==> config.mk <==
export PLATFORM = sky130hd
export DESIGN_NAME = irq_dma_router
export DESIGN_NICKNAME = d
export VERILOG_FILES = /design/src/irq_level_decode.v /design/src/base_decode.v /design/src/irq_dma_router.v
export VERILOG_INCLUDE_DIRS = /design/src /design/src/src
export SDC_FILE = /design/constraint.sdc
export NUM_CORES = 1
export LEC_CHECK = 0
export ABC_AREA = 0
export BUFFER_PORTS_ARGS = -buffer_cell sky130_fd_sc_hd__buf_2
export CAP_MARGIN = 10
export CORE_AREA = 2 2 139 141
export CTS_BUF_LIST = sky130_fd_sc_hd__clkbuf_2 sky130_fd_sc_hd__clkbuf_4 sky130_fd_sc_hd__clkbuf_8
export DETAILED_ROUTE_END_ITERATION = 7
export DIE_AREA = 0 0 141 143
export PLACE_DENSITY = 0.87
export SKIP_LAST_GASP = 1
export SLEW_MARGIN = 5
export SYNTH_ARGS = -nofsm -noshare
export SYNTH_HDL_FRONTEND = slang
export SYNTH_HIERARCHICAL = 1
export SYNTH_SLANG_ARGS = --single-unit
==> constraint.sdc <==
create_clock -name CLK_I -period 3.2 [get_ports CLK_I]
set_input_delay 0.48 -clock CLK_I [delete_from_list [all_inputs] [get_ports CLK_I]]
set_output_delay 0.48 -clock CLK_I [all_outputs]
set_load 0.03 [all_outputs]
==> src/irq_dma_route_map.vh <==
// Register indices, reset values, address limits and mode codes for the
// interrupt and DMA routing block of the multi-function I/O controller.
// Included by bare name from every design file that needs it.
`ifndef IRQ_DMA_ROUTE_MAP_VH
`define IRQ_DMA_ROUTE_MAP_VH

// ----------------------------------------------------------------------
// Configuration register indices
// ----------------------------------------------------------------------
`define IDX_LDN             8'h07
`define IDX_POWER           8'h22
`define IDX_GLOBAL_CFG      8'h24
`define IDX_CFG_BASE_LO     8'h26
`define IDX_CFG_BASE_HI     8'h27
`define IDX_ACTIVATE        8'h30
`define IDX_BASE_HI         8'h60
`define IDX_BASE_LO         8'h61
`define IDX_IRQ_SEL         8'h70
`define IDX_DMA_SEL         8'h74

// ----------------------------------------------------------------------
// Logical device numbers and power control bit positions
// ----------------------------------------------------------------------
`define LDN_FLOPPY          8'h00
`define LDN_PARALLEL        8'h03
`define LDN_SERIAL1         8'h04
`define LDN_SERIAL2         8'h05
`define PWR_BIT_FLOPPY      0
`define PWR_BIT_PARALLEL    3
`define PWR_BIT_SERIAL1     4
`define PWR_BIT_SERIAL2     5

// ----------------------------------------------------------------------
// Addresses, fields and reset values
// ----------------------------------------------------------------------
`define CFG_BASE_STRAP_LO   12'h3f0
`define CFG_BASE_STRAP_HI   12'h370
`define BASE_MIN            12'h100
`define KBD_DATA_ADDR       12'h060
`define KBD_CMD_ADDR        12'h064
`define GCFG_FULL_DECODE    6
`define GLOBAL_CFG_RST      8'h00
`define IRQ_SEL_RST         4'h0
`define IRQ_SEL_RST_FLOPPY  4'h6
`define DMA_SEL_RST_FLOPPY  3'h2
`define DMA_SEL_RST_PAR     3'h4
`define IRQ_SEL_MAX_DIRECT  4'hd
`define IRQ_SEL_IRQ15       4'he
`define IRQ_SMI_LEVEL       2
`define PAR_IRQ_PIN_MASK    16'h1cf8

// ----------------------------------------------------------------------
// Extended control register modes with the interrupt always on
// ----------------------------------------------------------------------
`define ECP_MODE_FIFO       3'b010
`define ECP_MODE_ECP        3'b011
`define ECP_MODE_TEST       3'b110

`endif

==> src/irq_level_decode.v <==
// Turns a four-bit interrupt level select into a one-hot vector of IRQ
// levels. Purely combinational; the caller registers the result.
`include "irq_dma_route_map.vh"

module irq_level_decode (
  input  wire [3:0]  level_i,
  output reg  [15:0] pins_o
);

  always @* begin
    pins_o = 16'h0000;
    if (level_i == `IRQ_SEL_IRQ15) begin
      pins_o[15] = 1'b1;
    end else if (level_i != 4'h0 && level_i <= `IRQ_SEL_MAX_DIRECT) begin
      pins_o[level_i] = 1'b1;
    end
  end

endmodule

==> src/base_decode.v <==
// Checks a relocatable I/O base for range and alignment and compares it
// with the bus address. Combinational; assumes a twelve-bit base.
`include "irq_dma_route_map.vh"

module base_decode #(
  parameter ALIGN_BITS = 3
) (
  input  wire [11:0] base_i,
  input  wire [15:0] addr_i,
  input  wire        full_decode_i,
  output wire        valid_o,
  output wire        hit_o
);

  localparam [11:0] LOW_MASK = (12'h001 << ALIGN_BITS) - 12'h001;
  localparam [11:0] BASE_MAX = ~LOW_MASK;

  assign valid_o = (base_i >= `BASE_MIN) && (base_i <= BASE_MAX) &&
                   ((base_i & LOW_MASK) == 12'h000);
  // Upper address bits only qualify when full decode is on.
  assign hit_o   = valid_o && (addr_i[11:ALIGN_BITS] == base_i[11:ALIGN_BITS]) &&
                   (!full_decode_i || addr_i[15:12] == 4'h0);

endmodule

==> src/irq_dma_router.v <==
// Configuration port, I/O decode and IRQ/DMA routing for the logical
// devices of a multi-function I/O controller.
// Assumes ISA strobes already synchronous to CLK_I; pins are resolved
// outside from the value and output-enable pairs.
//
// Notes on behaviour
// Keyboard decodes at fixed base, data at +0, command/status at +4.
// Config index port at base, data port at base+1, even bases only.
// Config base after reset follows the strap; indices 0x26/0x27 move it.
// Bases decode on A11..A0; global bit six adds A15..A12 equal zero.
// Level select low nibble: zero none, 1..13 direct, 0x0E is IRQ15.
// Level select resets to zero, floppy to 0x06, on every reset.
// Routed interrupts are active high; management interrupt is active low.
// Interrupt needs non-zero level and block enable; floppy uses DOR D3.
// Parallel interrupt needs control D4 except in ECP modes 010,011,110; in ECP also service bit clear.
// Serial interrupt needs an interrupt enable bit 0..3 and aux output 2 set.
// IRQ pins selected by no device stay undriven.
// Software must disable the management interrupt before using level two.
// Serial mode carries every level; parallel pins only 3-7, 10-12.
// DMA select low three bits: 1..3 channel, others no channel.
// DMA select resets to 0x02 floppy, 0x04 parallel, on every reset.
// DMA active for select 1..3 with block enable, DOR D3 or ecr D3.
// DMA request pins selected by no device stay undriven.
// Block register disables drop interrupt and acknowledge besides activation.
// Floppy interrupt and acknowledge float when DMA enable off or powered down.
// ECP interrupt gated in modes 000,001,100,101,111; DMA by ecr enable.
// Device is on by activate or power bit; both bits are one flag.
`include "irq_dma_route_map.vh"

module irq_dma_router #(
  parameter NUM_DEV = 4
) (
  input  wire        CLK_I,
  input  wire        RESET_I,
  input  wire        SOFT_RESET_I,
  input  wire        CONFIG_PORT_STRAP_I,
  input  wire [15:0] SA_I,
  input  wire [7:0]  SD_I,
  input  wire        IOR_N_I,
  input  wire        IOW_N_I,
  output reg  [7:0]  SD_O,
  output reg         SD_OE_O,
  output reg         KBD_DATA_SEL_O,
  output reg         KBD_CMD_SEL_O,
  output reg  [3:0]  DEV_SEL_O,
  input  wire [3:0]  DEV_IRQ_REQ_I,
  input  wire        FLOPPY_DRQ_I,
  input  wire        PRINTER_DMA_REQUEST_I,
  input  wire        FLOPPY_DMA_IRQ_ENABLE_I,
  input  wire        FLOPPY_POWER_DOWN_I,
  input  wire        PRINTER_IRQ_ENABLE_I,
  input  wire        ECP_OPERATION_I,
  input  wire [2:0]  ECP_MODE_I,
  input  wire        ECP_SERVICE_INTERRUPT_I,
  input  wire        ECP_DMA_ENABLE_I,
  input  wire [7:0]  UART_INTERRUPT_ENABLE_REG_I,
  input  wire [1:0]  MODEM_AUX_OUTPUT_2_I,
  input  wire        SERIAL_IRQ_MODE_I,
  input  wire        SMI_REQ_I,
  output reg  [15:0] IRQ_O,
  output reg  [15:0] IRQ_OE_O,
  output reg         SYSTEM_MGMT_IRQ_N_O,
  output reg  [15:0] SERIAL_IRQ_LEVELS_O,
  output reg  [3:1]  DMA_REQUEST_PIN_O,
  output reg  [3:1]  DMA_REQUEST_PIN_OE_O,
  output reg  [1:0]  DACK_EN_O
);

  // ----------------------------------------------------------------------
  // Configuration state
  // ----------------------------------------------------------------------
  reg [7:0]  index_q;
  reg [7:0]  ldn_q;
  reg [7:0]  gcfg_q;
  reg [11:0] cfg_base_q;
  reg        strap_pend_q;
  reg        iow_n_prev_q;
  reg [3:0]  on_q;
  reg [11:0] dev_base_q [0:3];
  reg [3:0]  irq_sel_q  [0:3];
  reg [2:0]  dma_sel_q  [0:1];

  wire        full_decode = gcfg_q[`GCFG_FULL_DECODE];
  wire        wr_pulse    = !IOW_N_I && iow_n_prev_q;
  wire        io_cycle    = !IOW_N_I || !IOR_N_I;
  wire        cfg_hit;
  wire        idx_hit     = cfg_hit && !SA_I[0];
  wire        data_hit    = cfg_hit && SA_I[0];
  wire [3:0]  base_ok;
  wire [3:0]  base_hit;
  wire [63:0] lvl_pins_w;

  // Maps a logical device number to {known, slot}.
  function [2:0] slot_of;
    input [7:0] ldn;
    begin
      case (ldn)
        `LDN_FLOPPY:   slot_of = 3'b100;
        `LDN_PARALLEL: slot_of = 3'b101;
        `LDN_SERIAL1:  slot_of = 3'b110;
        `LDN_SERIAL2:  slot_of = 3'b111;
        default:       slot_of = 3'b000;
      endcase
    end
  endfunction

  wire [2:0] slot_w  = slot_of(ldn_q);
  wire       slot_ok = slot_w[2];
  wire [1:0] slot    = slot_w[1:0];

  // ----------------------------------------------------------------------
  // Address decode
  // ----------------------------------------------------------------------
  // config index/data
  base_decode #(
    .ALIGN_BITS    (1)
  ) u_cfg_decode (
    .base_i        (cfg_base_q),
    .addr_i        (SA_I),
    .full_decode_i (full_decode),
    .valid_o       (),
    .hit_o         (cfg_hit)
  );

  genvar g;
  generate
    for (g = 0; g < NUM_DEV; g = g + 1) begin : g_dev
      // per-device base decode
      base_decode #(
        .ALIGN_BITS    ((g == 1) ? 2 : 3)
      ) u_dev_decode (
        .base_i        (dev_base_q[g]),
        .addr_i        (SA_I),
        .full_decode_i (full_decode),
        .valid_o       (base_ok[g]),
        .hit_o         (base_hit[g])
      );
      // level select decode
      irq_level_decode u_level (
        .level_i (irq_sel_q[g]),
        .pins_o  (lvl_pins_w[g*16 +: 16])
      );
    end
  endgenerate

  // ----------------------------------------------------------------------
  // Configuration writes
  // ----------------------------------------------------------------------
  integer i;
  always @(posedge CLK_I) begin
    if (RESET_I) begin
      index_q      <= 8'h00;
      ldn_q        <= 8'h00;
      gcfg_q       <= `GLOBAL_CFG_RST;
      cfg_base_q   <= `CFG_BASE_STRAP_LO;
      strap_pend_q <= 1'b1;
      iow_n_prev_q <= 1'b1;
      on_q         <= 4'h0;
      for (i = 0; i < 4; i = i + 1) begin
        dev_base_q[i] <= 12'h000;
        irq_sel_q[i]  <= `IRQ_SEL_RST;
      end
      // level select reset
      irq_sel_q[0] <= `IRQ_SEL_RST_FLOPPY;
      // DMA select reset
      dma_sel_q[0] <= `DMA_SEL_RST_FLOPPY;
      dma_sel_q[1] <= `DMA_SEL_RST_PAR;
    end else begin
      iow_n_prev_q <= IOW_N_I;
      // strap caught once
      if (strap_pend_q) begin
        strap_pend_q <= 1'b0;
        cfg_base_q   <= CONFIG_PORT_STRAP_I ? `CFG_BASE_STRAP_HI : `CFG_BASE_STRAP_LO;
      end
      if (wr_pulse && idx_hit) begin
        index_q <= SD_I;
      end
      if (wr_pulse && data_hit) begin
        case (index_q)
          `IDX_LDN:        ldn_q <= SD_I;
          `IDX_GLOBAL_CFG: gcfg_q <= SD_I;
          // config base relocation
          `IDX_CFG_BASE_LO: cfg_base_q[7:0] <= {SD_I[7:1], 1'b0};
          `IDX_CFG_BASE_HI: cfg_base_q[11:8] <= SD_I[3:0];
          // linked power bits
          `IDX_POWER: begin
            on_q[0] <= SD_I[`PWR_BIT_FLOPPY];
            on_q[1] <= SD_I[`PWR_BIT_PARALLEL];
            on_q[2] <= SD_I[`PWR_BIT_SERIAL1];
            on_q[3] <= SD_I[`PWR_BIT_SERIAL2];
          end
          `IDX_ACTIVATE: if (slot_ok) begin
            on_q[slot] <= SD_I[0];
          end
          `IDX_BASE_HI: if (slot_ok) begin
            dev_base_q[slot][11:8] <= SD_I[3:0];
          end
          `IDX_BASE_LO: if (slot_ok) begin
            dev_base_q[slot][7:0] <= SD_I;
          end
          `IDX_IRQ_SEL: if (slot_ok) begin
            irq_sel_q[slot] <= SD_I[3:0];
          end
          // DMA select field
          `IDX_DMA_SEL: if (slot_ok && !slot[1]) begin
            dma_sel_q[slot[0]] <= SD_I[2:0];
          end
          default: ;
        endcase
      end
      // Soft reset returns the routing selects to their defaults.
      if (SOFT_RESET_I) begin
        for (i = 0; i < 4; i = i + 1) begin
          irq_sel_q[i] <= `IRQ_SEL_RST;
        end
        // soft reset defaults
        irq_sel_q[0] <= `IRQ_SEL_RST_FLOPPY;
        // soft reset defaults
        dma_sel_q[0] <= `DMA_SEL_RST_FLOPPY;
        dma_sel_q[1] <= `DMA_SEL_RST_PAR;
      end
    end
  end

  // ----------------------------------------------------------------------
  // Configuration reads
  // ----------------------------------------------------------------------
  reg [7:0] rd_d;
  reg [7:0] pwr_rd;
  always @* begin
    pwr_rd = 8'h00;
    pwr_rd[`PWR_BIT_FLOPPY]   = on_q[0];
    pwr_rd[`PWR_BIT_PARALLEL] = on_q[1];
    pwr_rd[`PWR_BIT_SERIAL1]  = on_q[2];
    pwr_rd[`PWR_BIT_SERIAL2]  = on_q[3];
    rd_d = 8'h00;
    if (idx_hit) begin
      rd_d = index_q;
    end else begin
      case (index_q)
        `IDX_LDN:         rd_d = ldn_q;
        `IDX_POWER:       rd_d = pwr_rd;
        `IDX_GLOBAL_CFG:  rd_d = gcfg_q;
        `IDX_CFG_BASE_LO: rd_d = cfg_base_q[7:0];
        `IDX_CFG_BASE_HI: rd_d = {4'h0, cfg_base_q[11:8]};
        `IDX_ACTIVATE:    rd_d = slot_ok ? {7'h00, on_q[slot]} : 8'h00;
        `IDX_BASE_HI:     rd_d = slot_ok ? {4'h0, dev_base_q[slot][11:8]} : 8'h00;
        `IDX_BASE_LO:     rd_d = slot_ok ? dev_base_q[slot][7:0] : 8'h00;
        `IDX_IRQ_SEL:     rd_d = slot_ok ? {4'h0, irq_sel_q[slot]} : 8'h00;
        `IDX_DMA_SEL: begin
          rd_d = (slot_ok && !slot[1]) ? {5'h00, dma_sel_q[slot[0]]} : 8'h00;
        end
        default:          rd_d = 8'h00;
      endcase
    end
  end

  // ----------------------------------------------------------------------
  // Interrupt and DMA gating
  // ----------------------------------------------------------------------
  reg  [3:0]  dev_live;
  reg  [3:0]  irq_gate;
  reg  [3:0]  irq_act;
  reg  [1:0]  dma_act;
  reg         ecp_irq_on;
  reg  [15:0] lvl_drive;
  reg  [15:0] lvl_value;
  reg  [3:1]  drq_drive;
  reg  [3:1]  drq_value;
  reg  [2:0]  ch;
  wire [1:0]  dma_req = {PRINTER_DMA_REQUEST_I, FLOPPY_DRQ_I};

  integer s;
  integer k;
  always @* begin
    // live only with activation and valid base
    dev_live = on_q & base_ok;
    // modes with interrupt always on
    ecp_irq_on = (ECP_MODE_I == `ECP_MODE_FIFO) || (ECP_MODE_I == `ECP_MODE_ECP) ||
                 (ECP_MODE_I == `ECP_MODE_TEST);
    // floppy enable and power down
    irq_gate[0] = FLOPPY_DMA_IRQ_ENABLE_I && !FLOPPY_POWER_DOWN_I;
    // parallel enable and service bit
    irq_gate[1] = ECP_OPERATION_I ?
                  ((ecp_irq_on || PRINTER_IRQ_ENABLE_I) && !ECP_SERVICE_INTERRUPT_I) :
                  PRINTER_IRQ_ENABLE_I;
    // serial enables and aux output
    irq_gate[2] = (|UART_INTERRUPT_ENABLE_REG_I[3:0]) && MODEM_AUX_OUTPUT_2_I[0];
    irq_gate[3] = (|UART_INTERRUPT_ENABLE_REG_I[7:4]) && MODEM_AUX_OUTPUT_2_I[1];
    // non-zero level and block enable
    irq_act = dev_live & irq_gate;
    lvl_drive = 16'h0000;
    lvl_value = 16'h0000;
    for (s = 0; s < 4; s = s + 1) begin
      for (k = 0; k < 16; k = k + 1) begin
        if (irq_act[s] && lvl_pins_w[s*16+k]) begin
          lvl_drive[k] = 1'b1;
          lvl_value[k] = lvl_value[k] | DEV_IRQ_REQ_I[s];
        end
      end
    end
    // select one to three and enable
    dma_act[0] = dev_live[0] && dma_sel_q[0] != 3'h0 && dma_sel_q[0] <= 3'h3 &&
                 FLOPPY_DMA_IRQ_ENABLE_I && !FLOPPY_POWER_DOWN_I;
    // parallel DMA by ecr enable
    dma_act[1] = dev_live[1] && dma_sel_q[1] != 3'h0 && dma_sel_q[1] <= 3'h3 &&
                 ECP_OPERATION_I && ECP_DMA_ENABLE_I;
    drq_drive = 3'b000;
    drq_value = 3'b000;
    for (s = 0; s < 2; s = s + 1) begin
      for (k = 1; k < 4; k = k + 1) begin
        ch = k[2:0];
        if (dma_act[s] && dma_sel_q[s] == ch) begin
          drq_drive[k] = 1'b1;
          drq_value[k] = drq_value[k] | dma_req[s];
        end
      end
    end
  end

  // ----------------------------------------------------------------------
  // Registered outputs
  // ----------------------------------------------------------------------
  always @(posedge CLK_I) begin
    if (RESET_I) begin
      SD_O                 <= 8'h00;
      SD_OE_O              <= 1'b0;
      KBD_DATA_SEL_O       <= 1'b0;
      KBD_CMD_SEL_O        <= 1'b0;
      DEV_SEL_O            <= 4'h0;
      IRQ_O                <= 16'h0000;
      IRQ_OE_O             <= 16'h0000;
      SYSTEM_MGMT_IRQ_N_O  <= 1'b1;
      SERIAL_IRQ_LEVELS_O  <= 16'h0000;
      DMA_REQUEST_PIN_O    <= 3'b000;
      DMA_REQUEST_PIN_OE_O <= 3'b000;
      DACK_EN_O            <= 2'b00;
    end else begin
      SD_O    <= rd_d;
      SD_OE_O <= !IOR_N_I && cfg_hit;
      // fixed keyboard addresses
      KBD_DATA_SEL_O <= io_cycle && SA_I[11:0] == `KBD_DATA_ADDR &&
                        (!full_decode || SA_I[15:12] == 4'h0);
      KBD_CMD_SEL_O  <= io_cycle && SA_I[11:0] == `KBD_CMD_ADDR &&
                        (!full_decode || SA_I[15:12] == 4'h0);
      DEV_SEL_O <= io_cycle ? (base_hit & on_q) : 4'h0;
      // serial frame carries every level
      SERIAL_IRQ_LEVELS_O <= SERIAL_IRQ_MODE_I ? (lvl_value & lvl_drive) : 16'h0000;
      // active-high routed levels
      IRQ_O <= lvl_value;
      // unselected pins undriven
      IRQ_OE_O <= SERIAL_IRQ_MODE_I ? 16'h0000 : (lvl_drive & `PAR_IRQ_PIN_MASK);
      // management interrupt active low
      SYSTEM_MGMT_IRQ_N_O <= !(SMI_REQ_I || lvl_value[`IRQ_SMI_LEVEL]);
      DMA_REQUEST_PIN_O <= drq_value;
      // unselected DMA pins undriven
      DMA_REQUEST_PIN_OE_O <= drq_drive;
      // acknowledge follows DMA gating
      DACK_EN_O <= dma_act;
    end
  end

endmodule

==> results list, run 1 <==
* Tightest slew margin relative to the limit: 30.5%
- Cell internal power was estimated by the tool at 0.00338 W.
* Worst setup SP type: register
- The design draws 0.00452 W.
- Buffers inserted during clock tree synthesis total 17.
- The number of hold violations in the final report is 0.
- Drt first-iter violations: 1378
* Switching power of the nets: 0.00114 W
- Static timing analysis puts the maximum clock frequency at 341 MHz.
- Crit path capture type: register
* Tmin final: 2.93 ns
- Leakage power of the design: 4.18 nW
* Number of buffers added to fix hold violations after cts: 0
* Max-slew violation count: 0
- After filler insertion, the fill cell instance count of the layout stands at 1452.
* Commonest cells after routing, fill and taps aside: sky130_fd_sc_hd__buf_2, sky130_fd_sc_hd__dfxtp_1, sky130_fd_sc_hd__nor2_1
- The number of antenna violations at the first check in global routing came to 0.
* GRT Resource Usage Total: 29.0%
- Minimum setup slack in the final design: 0.266 ns
- Dividing the detail-routed via count by the number of cells gives 6.59.
- I/O Buffers: 120
* Critical path peak fanout: 11
- After layout, the worst path uses 91.7% of the clock period.
* CTS Buffer Depth: 2
- Std-Cell Rows: 50
- Number of vias after detailed routing: 9050
* Drt total wl: 29.4 mm
- Max-Cap Viols: 0
- The die covers 20200 um^2.
* Number of setup violations in the final report: 0
* Starting density of the core: 54.3%
- Number of iterations in the first detailed-routing pass: 8
* Power density of the placed cells: 404 nW/um^2
- Post-CTS repair changed the size of 0 cells.
- Global-route wire length before repair: 45.4 mm
* Clk pin slew, worst setup/hold paths: 0.09 ns
- For this run, design rule violations remaining after detail routing come to 3.
- Across the routed clock network, the largest skew measured is 0.0229 ns.
* Violations in the final reports: design-rule violations
- Relative to the synthesized area, the layout overhead comes to 11.0%.
- Of the cells placed in the final design, the portion with a size suffix greater than 1 is 19.7%.
- The placed instances occupy a cell area of 10700 um^2.
* Result of the run: finished, violations left
- Die X: 141 um
- Combinational share of power: 6.4%
- The critical path is of the reg2reg type.
- The later pin in the worst-skew pair is clocked with a latency of 0.49 ns.
- Post-DP HPWL: 20.5 mm
- Number of I/O pins: 129
* Post-route ant nets: 0
- Fin Hold WS: 0.254 ns
* Warning count from the yosys run: 6
* Classification of the worst-slack hold path: in2reg
- The root buffer cell chosen for the clock tree is sky130_fd_sc_hd__clkbuf_8.
* Switching share of total power: 25.2%
* WL/cell: 21.4 um
* Routability cong.: 1.02
- The clock network burns 39.3% of the power.
- Number of nets in the final layout: 1182
- For this design, the sink count on the clock tree is 176.
* Post-synthesis instance area: 10100 um^2
- Gate Count Post-Synth: 1035
- Setup Buffers After CTS: 0
* Total non-filler cell area in the finished layout: 11200 um^2
- Floorplan Core Area: 18600 um^2
- The library cell used most frequently in the layout, excluding fill and tap cells, is sky130_fd_sc_hd__buf_2.
- Avg Cell Area, Syn: 9.75 um^2
- For this run, the share of the core covered by cells in the final layout is 60.3%.
- TritonCTS built the clock tree.
* Number of H-tree levels: 4
- The total overflow left after global routing is 0.
- The worst-case IR drop observed on VDD is 0.000262 V.
- Required time of the critical path: 3.40 ns
* Sequential Power Share: 54.3%
- Entering global routing, the biggest net connects 57 pins.
- RSZ-0062 raised after global routing: no
* Floorplan die height: 143 um
- At the placement stage, the worst setup path has a slack of -0.152 ns.
- At the worst endpoint, the arrival time is 3.13 ns.
- Worst Tran Pin Value: 1.04 ns
- Via count of the first global-routing pass: 8290
-- path summary, 6_finish.rpt --
| check | from | end | slack (ns) | cells after the start |
|---|---|---|---|---|
| hold / removal | SMI_REQ_I | SYSTEM_MGMT_IRQ_N_O$_SDFF_PP1_ | 0.25 | 3 |
| setup reg to reg | index_q[6]$_SDFFE_PP0P_ | dev_base_q[1][6]$_SDFFCE_PN0P_ | 0.27 | 7 |
| hold reg to reg | gcfg_q[1]$_SDFFE_PP0P_ | gcfg_q[1]$_SDFFE_PP0P_ | 0.46 | 2 |
| setup / recovery | index_q[6]$_SDFFE_PP0P_ | dev_base_q[1][6]$_SDFFCE_PN0P_ | 0.27 | 7 |
-- state kept, by name, summed over array words and instances (netlist names), 2 cells and up --
register	cells
dev_base_q	48
IRQ_O	16
SERIAL_IRQ_LEVELS_O	16
irq_sel_q	16
cfg_base_q	12
IRQ_OE_O	8
SD_O	8
gcfg_q	8
index_q	8
ldn_q	8
dma_sel_q	6
DEV_SEL_O	4
on_q	4
DMA_REQUEST_PIN_OE_O	3
DMA_REQUEST_PIN_O	3
DACK_EN_O	2
-- layout make-up --
class | count | area [um^2] | area share (%)
multi-input combinational | 767 | 5330 | 47.5
sequential | 176 | 4220 | 37.7
timing repair buffer | 158 | 886 | 7.91
tap | 234 | 293 | 2.61
clock buffer | 20 | 256 | 2.29
clock inverter | 12 | 198 | 1.76
inverter | 5 | 18.8 | 0.168
antenna | 1 | 2.50 | 0.0223
-- metrics by stage --
step / cells / setup TNS, ns
2_1_floorplan: 1046 / -2.65
3_3_place_gp: 1340 / 0
3_5_place_dp: 1340 / -5.87
4_1_cts: 1372 / 0
5_1_grt: 1372 / 0
6_report: 1373 / 0
-- metal layers --
layer / vias up / part of all wire (%) / track usage (%)
met5: - / 0 / 0
met4: 0 / 4.1 / 10.8
met1: 4117 / 39 / 39.5
li1: 4030 / - / -
met3: 136 / 14 / 7.18
met2: 767 / 43 / 44.8
-- power groups by stage --
stage	registers (W)	logic [W]	clock network (W)
after floorplan	0.00245	0.000213	0
after global placement	0.00250	0.000270	0
after detailed placement	0.00250	0.000276	0
after CTS	0.00245	0.000278	0.00178
after global routing	0.00246	0.000300	0.00186
final	0.00246	0.000289	0.00178
-- critical path, cell delays in order, from the launching register on --
cell and delay, ns:
sky130_fd_sc_hd__dfxtp_1 0.53, sky130_fd_sc_hd__nor4b_1 0.81, sky130_fd_sc_hd__nand3_1 0.18, sky130_fd_sc_hd__nor4_1 0.25, sky130_fd_sc_hd__buf_4 0.25, sky130_fd_sc_hd__nand2_1 0.17, sky130_fd_sc_hd__o21ai_0 0.26, sky130_fd_sc_hd__buf_4 0.20
Note: power is estimated with default switching activity, not from simulation.
==> inputs of run 2 (changes only) <==
--- a/config.mk
+++ b/config.mk
@@ -14,7 +14,6 @@
 export DETAILED_ROUTE_END_ITERATION = 7
 export DIE_AREA = 0 0 141 143
 export PLACE_DENSITY = 0.87
-export SKIP_LAST_GASP = 1
 export SLEW_MARGIN = 5
 export SYNTH_ARGS = -nofsm -noshare
 export SYNTH_HDL_FRONTEND = slang
==> constraint.sdc (replaced) <==
create_clock -name CLK_I -period 3.2 [get_ports CLK_I]
set_input_delay 0.32 -clock CLK_I [delete_from_list [all_inputs] [get_ports CLK_I]]
set_output_delay 0.32 -clock CLK_I [all_outputs]
set_load 0.03 [all_outputs]
==> run 2 against run 1 <==
  * The flow still finishes with violations (design-rule violations)
  * Sequential power hardly changed
  * First-iteration DRC count grew 0.65%
  * Largest power group unchanged
  * Sequential share of layout area up 0.23 points
==> results list, run 2 (synthesis results as in run 1) <==
* Floorplan die height: 143 um (unchanged)
- The CTS clock-pin slew for the worst setup and hold paths was 0.10 ns (about the same).
- The worst setup path is of the reg2reg kind.
- Period utilization: 93.0% (+1.3 points)
* Critical path buffer and inverter count: 0 (-2)
- Area taken by multi-input logic gates: 5330 um^2 (unchanged)
- The largest individual stage delay along the critical path comes from the cell sky130_fd_sc_hd__and2_1.
* Pre-CTS setup slack: -0.0263 ns (+0.126 ns)
- Worst Tran Pin Value: 1.09 ns (+0.0548 ns)
- Number of gates resized after CTS: 0 (unchanged)
- Setup repair after global routing left no endpoint under its margin.
- Leakage power of the design: 4.14 nW (-0.96%)
* Number of buffers added to fix hold violations after cts: 0 (unchanged)
- Global-route wire length before repair: 46.0 mm (+1.3%)
- Routability cong.: 0.989 (-2.7%)
* I/O Buffers: 120 (unchanged)
- Clock tree from TritonCTS: yes
* Terminating pin of the worst hold path: SYSTEM_MGMT_IRQ_N_O$_SDFF_PP1_
- STA classifies the critical path endpoint as a register.
- Fin Hold WS: 0.124 ns (-0.130 ns)
* Largest register FFs: 48 (unchanged)
- The sequential fraction of design power was 57.0% (+2.7 points).
- The post-detailed-routing wire length is 29.9 mm (+1.7%).
- The worst-case register-to-register setup slack came to 0.22 ns (-0.04 ns).
* Number of cells on the worst reg-to-reg path: 7 (unchanged)
- The number of fillers in the final layout was 1591 (+9.6%).
- Antenna violations before repair: 2 (+2)
* Number of I/O pins: 129 (unchanged)
- The final reports fail on design-rule violations.
- Clk sinks: 176 (unchanged)
- Most flops, register: dev_base_q
* Std-Cell Rows: 50 (unchanged)
- Number of iterations in the first detailed-routing pass: 8 (unchanged)
- The run finished, with violations left.
- The number of clock buffers inserted by TritonCTS came to 17 (unchanged).
* Average via count per standard cell: 6.55 (-0.68%)
- Number of H-tree levels: 4 (unchanged)
* Reg2Reg Launch Point: dev_base_q[2][1]$_SDFFCE_PN0P_
* Fraction of power consumed by the clock network: 36.3% (-3.0 points)
- The core region area came to 18600 um^2 (unchanged).
- The maximum cell stage delay along the critical path came to 0.62 ns (-0.19 ns).
- Instance area after placement: 10700 um^2 (about the same)
* Critical Path AT: 3.35 ns (+0.22 ns)
- The data required time of the critical path is 3.58 ns (+0.18 ns).
- Leading cell type in the layout, fill and taps excluded: sky130_fd_sc_hd__buf_2
- The worst hold path begins at SMI_REQ_I.
- Worst setup SP type: register
- The number of hold violations in the final report is 0 (unchanged).
- The switching portion of total power was 27.0% (+1.8 points).
- Total non-filler cell area in the finished layout: 11100 um^2 (-0.61%)
- The share of total power in combinational logic was 6.7% (+0.3 points).
* Number of nets in the final layout: 1181 (-0.085%)
* Switching power of the nets: 0.00116 W (+1.9%)
- Full die area: 20200 um^2 (unchanged)
- The critical-path maximum fanout was 16 (+5).
- The number of cells on the worst hold path is 3 (unchanged).
* Commonest cells after routing, fill and taps aside: sky130_fd_sc_hd__buf_2, sky130_fd_sc_hd__dfxtp_1, sky130_fd_sc_hd__nor2_1
- Starting density of the core: 54.3% (unchanged)
- Largest net degree at the start of global routing: 54 (-5.3%)
- Max-Cap Viols: 0 (unchanged)
* Peak supply drop: 0.000331 V (+26%)
- The post-layout minimum cycle time was 2.98 ns (+0.0412 ns).
- Clock tree root buffer cell: sky130_fd_sc_hd__clkbuf_8
* Leftover overflow at the end of global routing: 0 (unchanged)
* Power density of the placed cells: 387 nW/um^2 (-4.2%)
* Classification of the worst-slack hold path: in2reg
- Max Clk Rate: 336 MHz (-1.4%)
- Clock latency of the later-clocked register in the worst-skew pair: 0.47 ns (-0.02 ns)
- The maximum number of buffers from clock root to sink came to 2 (unchanged).
- Storage element area: 4220 um^2 (unchanged)
- The fraction of final layout cells sized beyond drive strength 1 is 19.6% (-0.071 points).
* WL/cell: 21.8 um (+1.8%)
* Total power: 0.00431 W (-4.8%)
- The global-route total usage across every layer was 29.6% (+0.67 points).
* Number of vias after detailed routing: 8982 (-0.75%)
* Minimum setup slack in the final design: 0.224 ns (-0.0412 ns)
* Crit-path cells: nor4_1 > nand3_1 > nor2_1 > and2_1 > a222oi_1 > a21boi_0 > a211oi_1
* Area growth, synth to finish: 10.3%
- The internal power component is 0.00314 W (-7.1%).
- Number of setup violations in the final report: 0 (unchanged)
- Post-route ant nets: 0 (unchanged)
- Setup Buffers After CTS: 0 (unchanged)
- The number of pins exceeding their max-slew limit in the final report came to 0 (unchanged).
- DR DRC count: 1 (-2)
- The post-detailed-placement half-perimeter wirelength was 21.2 mm (+3.4%).
- The number of global-route vias before repair is 8191 (-1.2%).
- Tightest slew margin relative to the limit: 26.8% (-3.7 points)
* Largest delay contributor family on the critical path: simple AND/OR/NAND/NOR gates
- The iteration-0 DRC count of the detailed router was 1387 (+0.65%).
- The worst register-to-register path ends at SERIAL_IRQ_LEVELS_O[2]$_SDFF_PP0_.
- Setup skew after layout: 0.0234 ns (+0.000471 ns)
* Accumulated negative setup slack: 0 ns (unchanged)
- Die X: 141 um (unchanged)
run 2: layer usage:
layer / routed length [um] / vias up / track usage, %
met2: 13300 / 669 / 46.7
li1: - / 4029 / -
met3: 3750 / 84 / 7.58
met4: 872 / 0 / 9.68
met5: 0 / - / 0
met1: 12000 / 4200 / 40.1
run 2: power groups by stage:
stage               registers (W)  logic (W)  clock network, W
finish                    0.00245   0.000289           0.00156
CTS                       0.00245   0.000280           0.00156
global placement          0.00250   0.000273                 0
floorplan                 0.00245   0.000213                 0
detailed placement        0.00250   0.000278                 0
global route              0.00246   0.000303           0.00165
run 2: through the flow:
stage | util [%] | cells
after floorplan | - | 1046
after global placement | 57.8 | 1339
after detailed placement | 57.8 | 1339
after CTS | 59.9 | 1371
after global routing | 59.9 | 1372
final | 59.9 | 1372
run 2: worst max-delay path by stage:
| stage | from | end | slack, ns | cells past startpoint |
|---|---|---|---|---|
| after CTS | cfg_base_q[7]$_SDFF_PP1_ | dev_base_q[0][2]$_SDFFCE_PN0P_ | 0.33 | 10 |
| after detailed placement | SA_I[13] | dev_base_q[2][2]$_SDFFCE_PN0P_ | -0.03 | 11 |
| after floorplan | SA_I[13] | dev_base_q[2][0]$_SDFFCE_PN0P_ | 0.05 | 9 |
| after global routing | cfg_base_q[7]$_SDFF_PP1_ | dev_base_q[0][7]$_SDFFCE_PN0P_ | 0.01 | 10 |
| final | dev_base_q[2][1]$_SDFFCE_PN0P_ | SERIAL_IRQ_LEVELS_O[2]$_SDFF_PP0_ | 0.22 | 7 |
| after global placement | SA_I[13] | dev_base_q[2][0]$_SDFFCE_PN0P_ | 0.1 | 11 |
run 2: worst register-to-register path: stages, from the launching register on:
cell and delay [ns]:
sky130_fd_sc_hd__edfxtp_1 0.42, sky130_fd_sc_hd__nor4_1 0.47, sky130_fd_sc_hd__nand3_1 0.22, sky130_fd_sc_hd__nor2_1 0.53
sky130_fd_sc_hd__and2_1 0.62, sky130_fd_sc_hd__a222oi_1 0.15, sky130_fd_sc_hd__a21boi_0 0.22, sky130_fd_sc_hd__a211oi_1 0.25
run 2: area by class of cell:
class | instances | share of cell area [%]
timing repair buffer | 157 | 7.89
clock inverter | 14 | 1.30
multi-input combinational | 767 | 47.8
antenna | 1 | 0.0225
tap | 234 | 2.63
inverter | 5 | 0.169
clock buffer | 18 | 2.22
sequential | 176 | 37.9
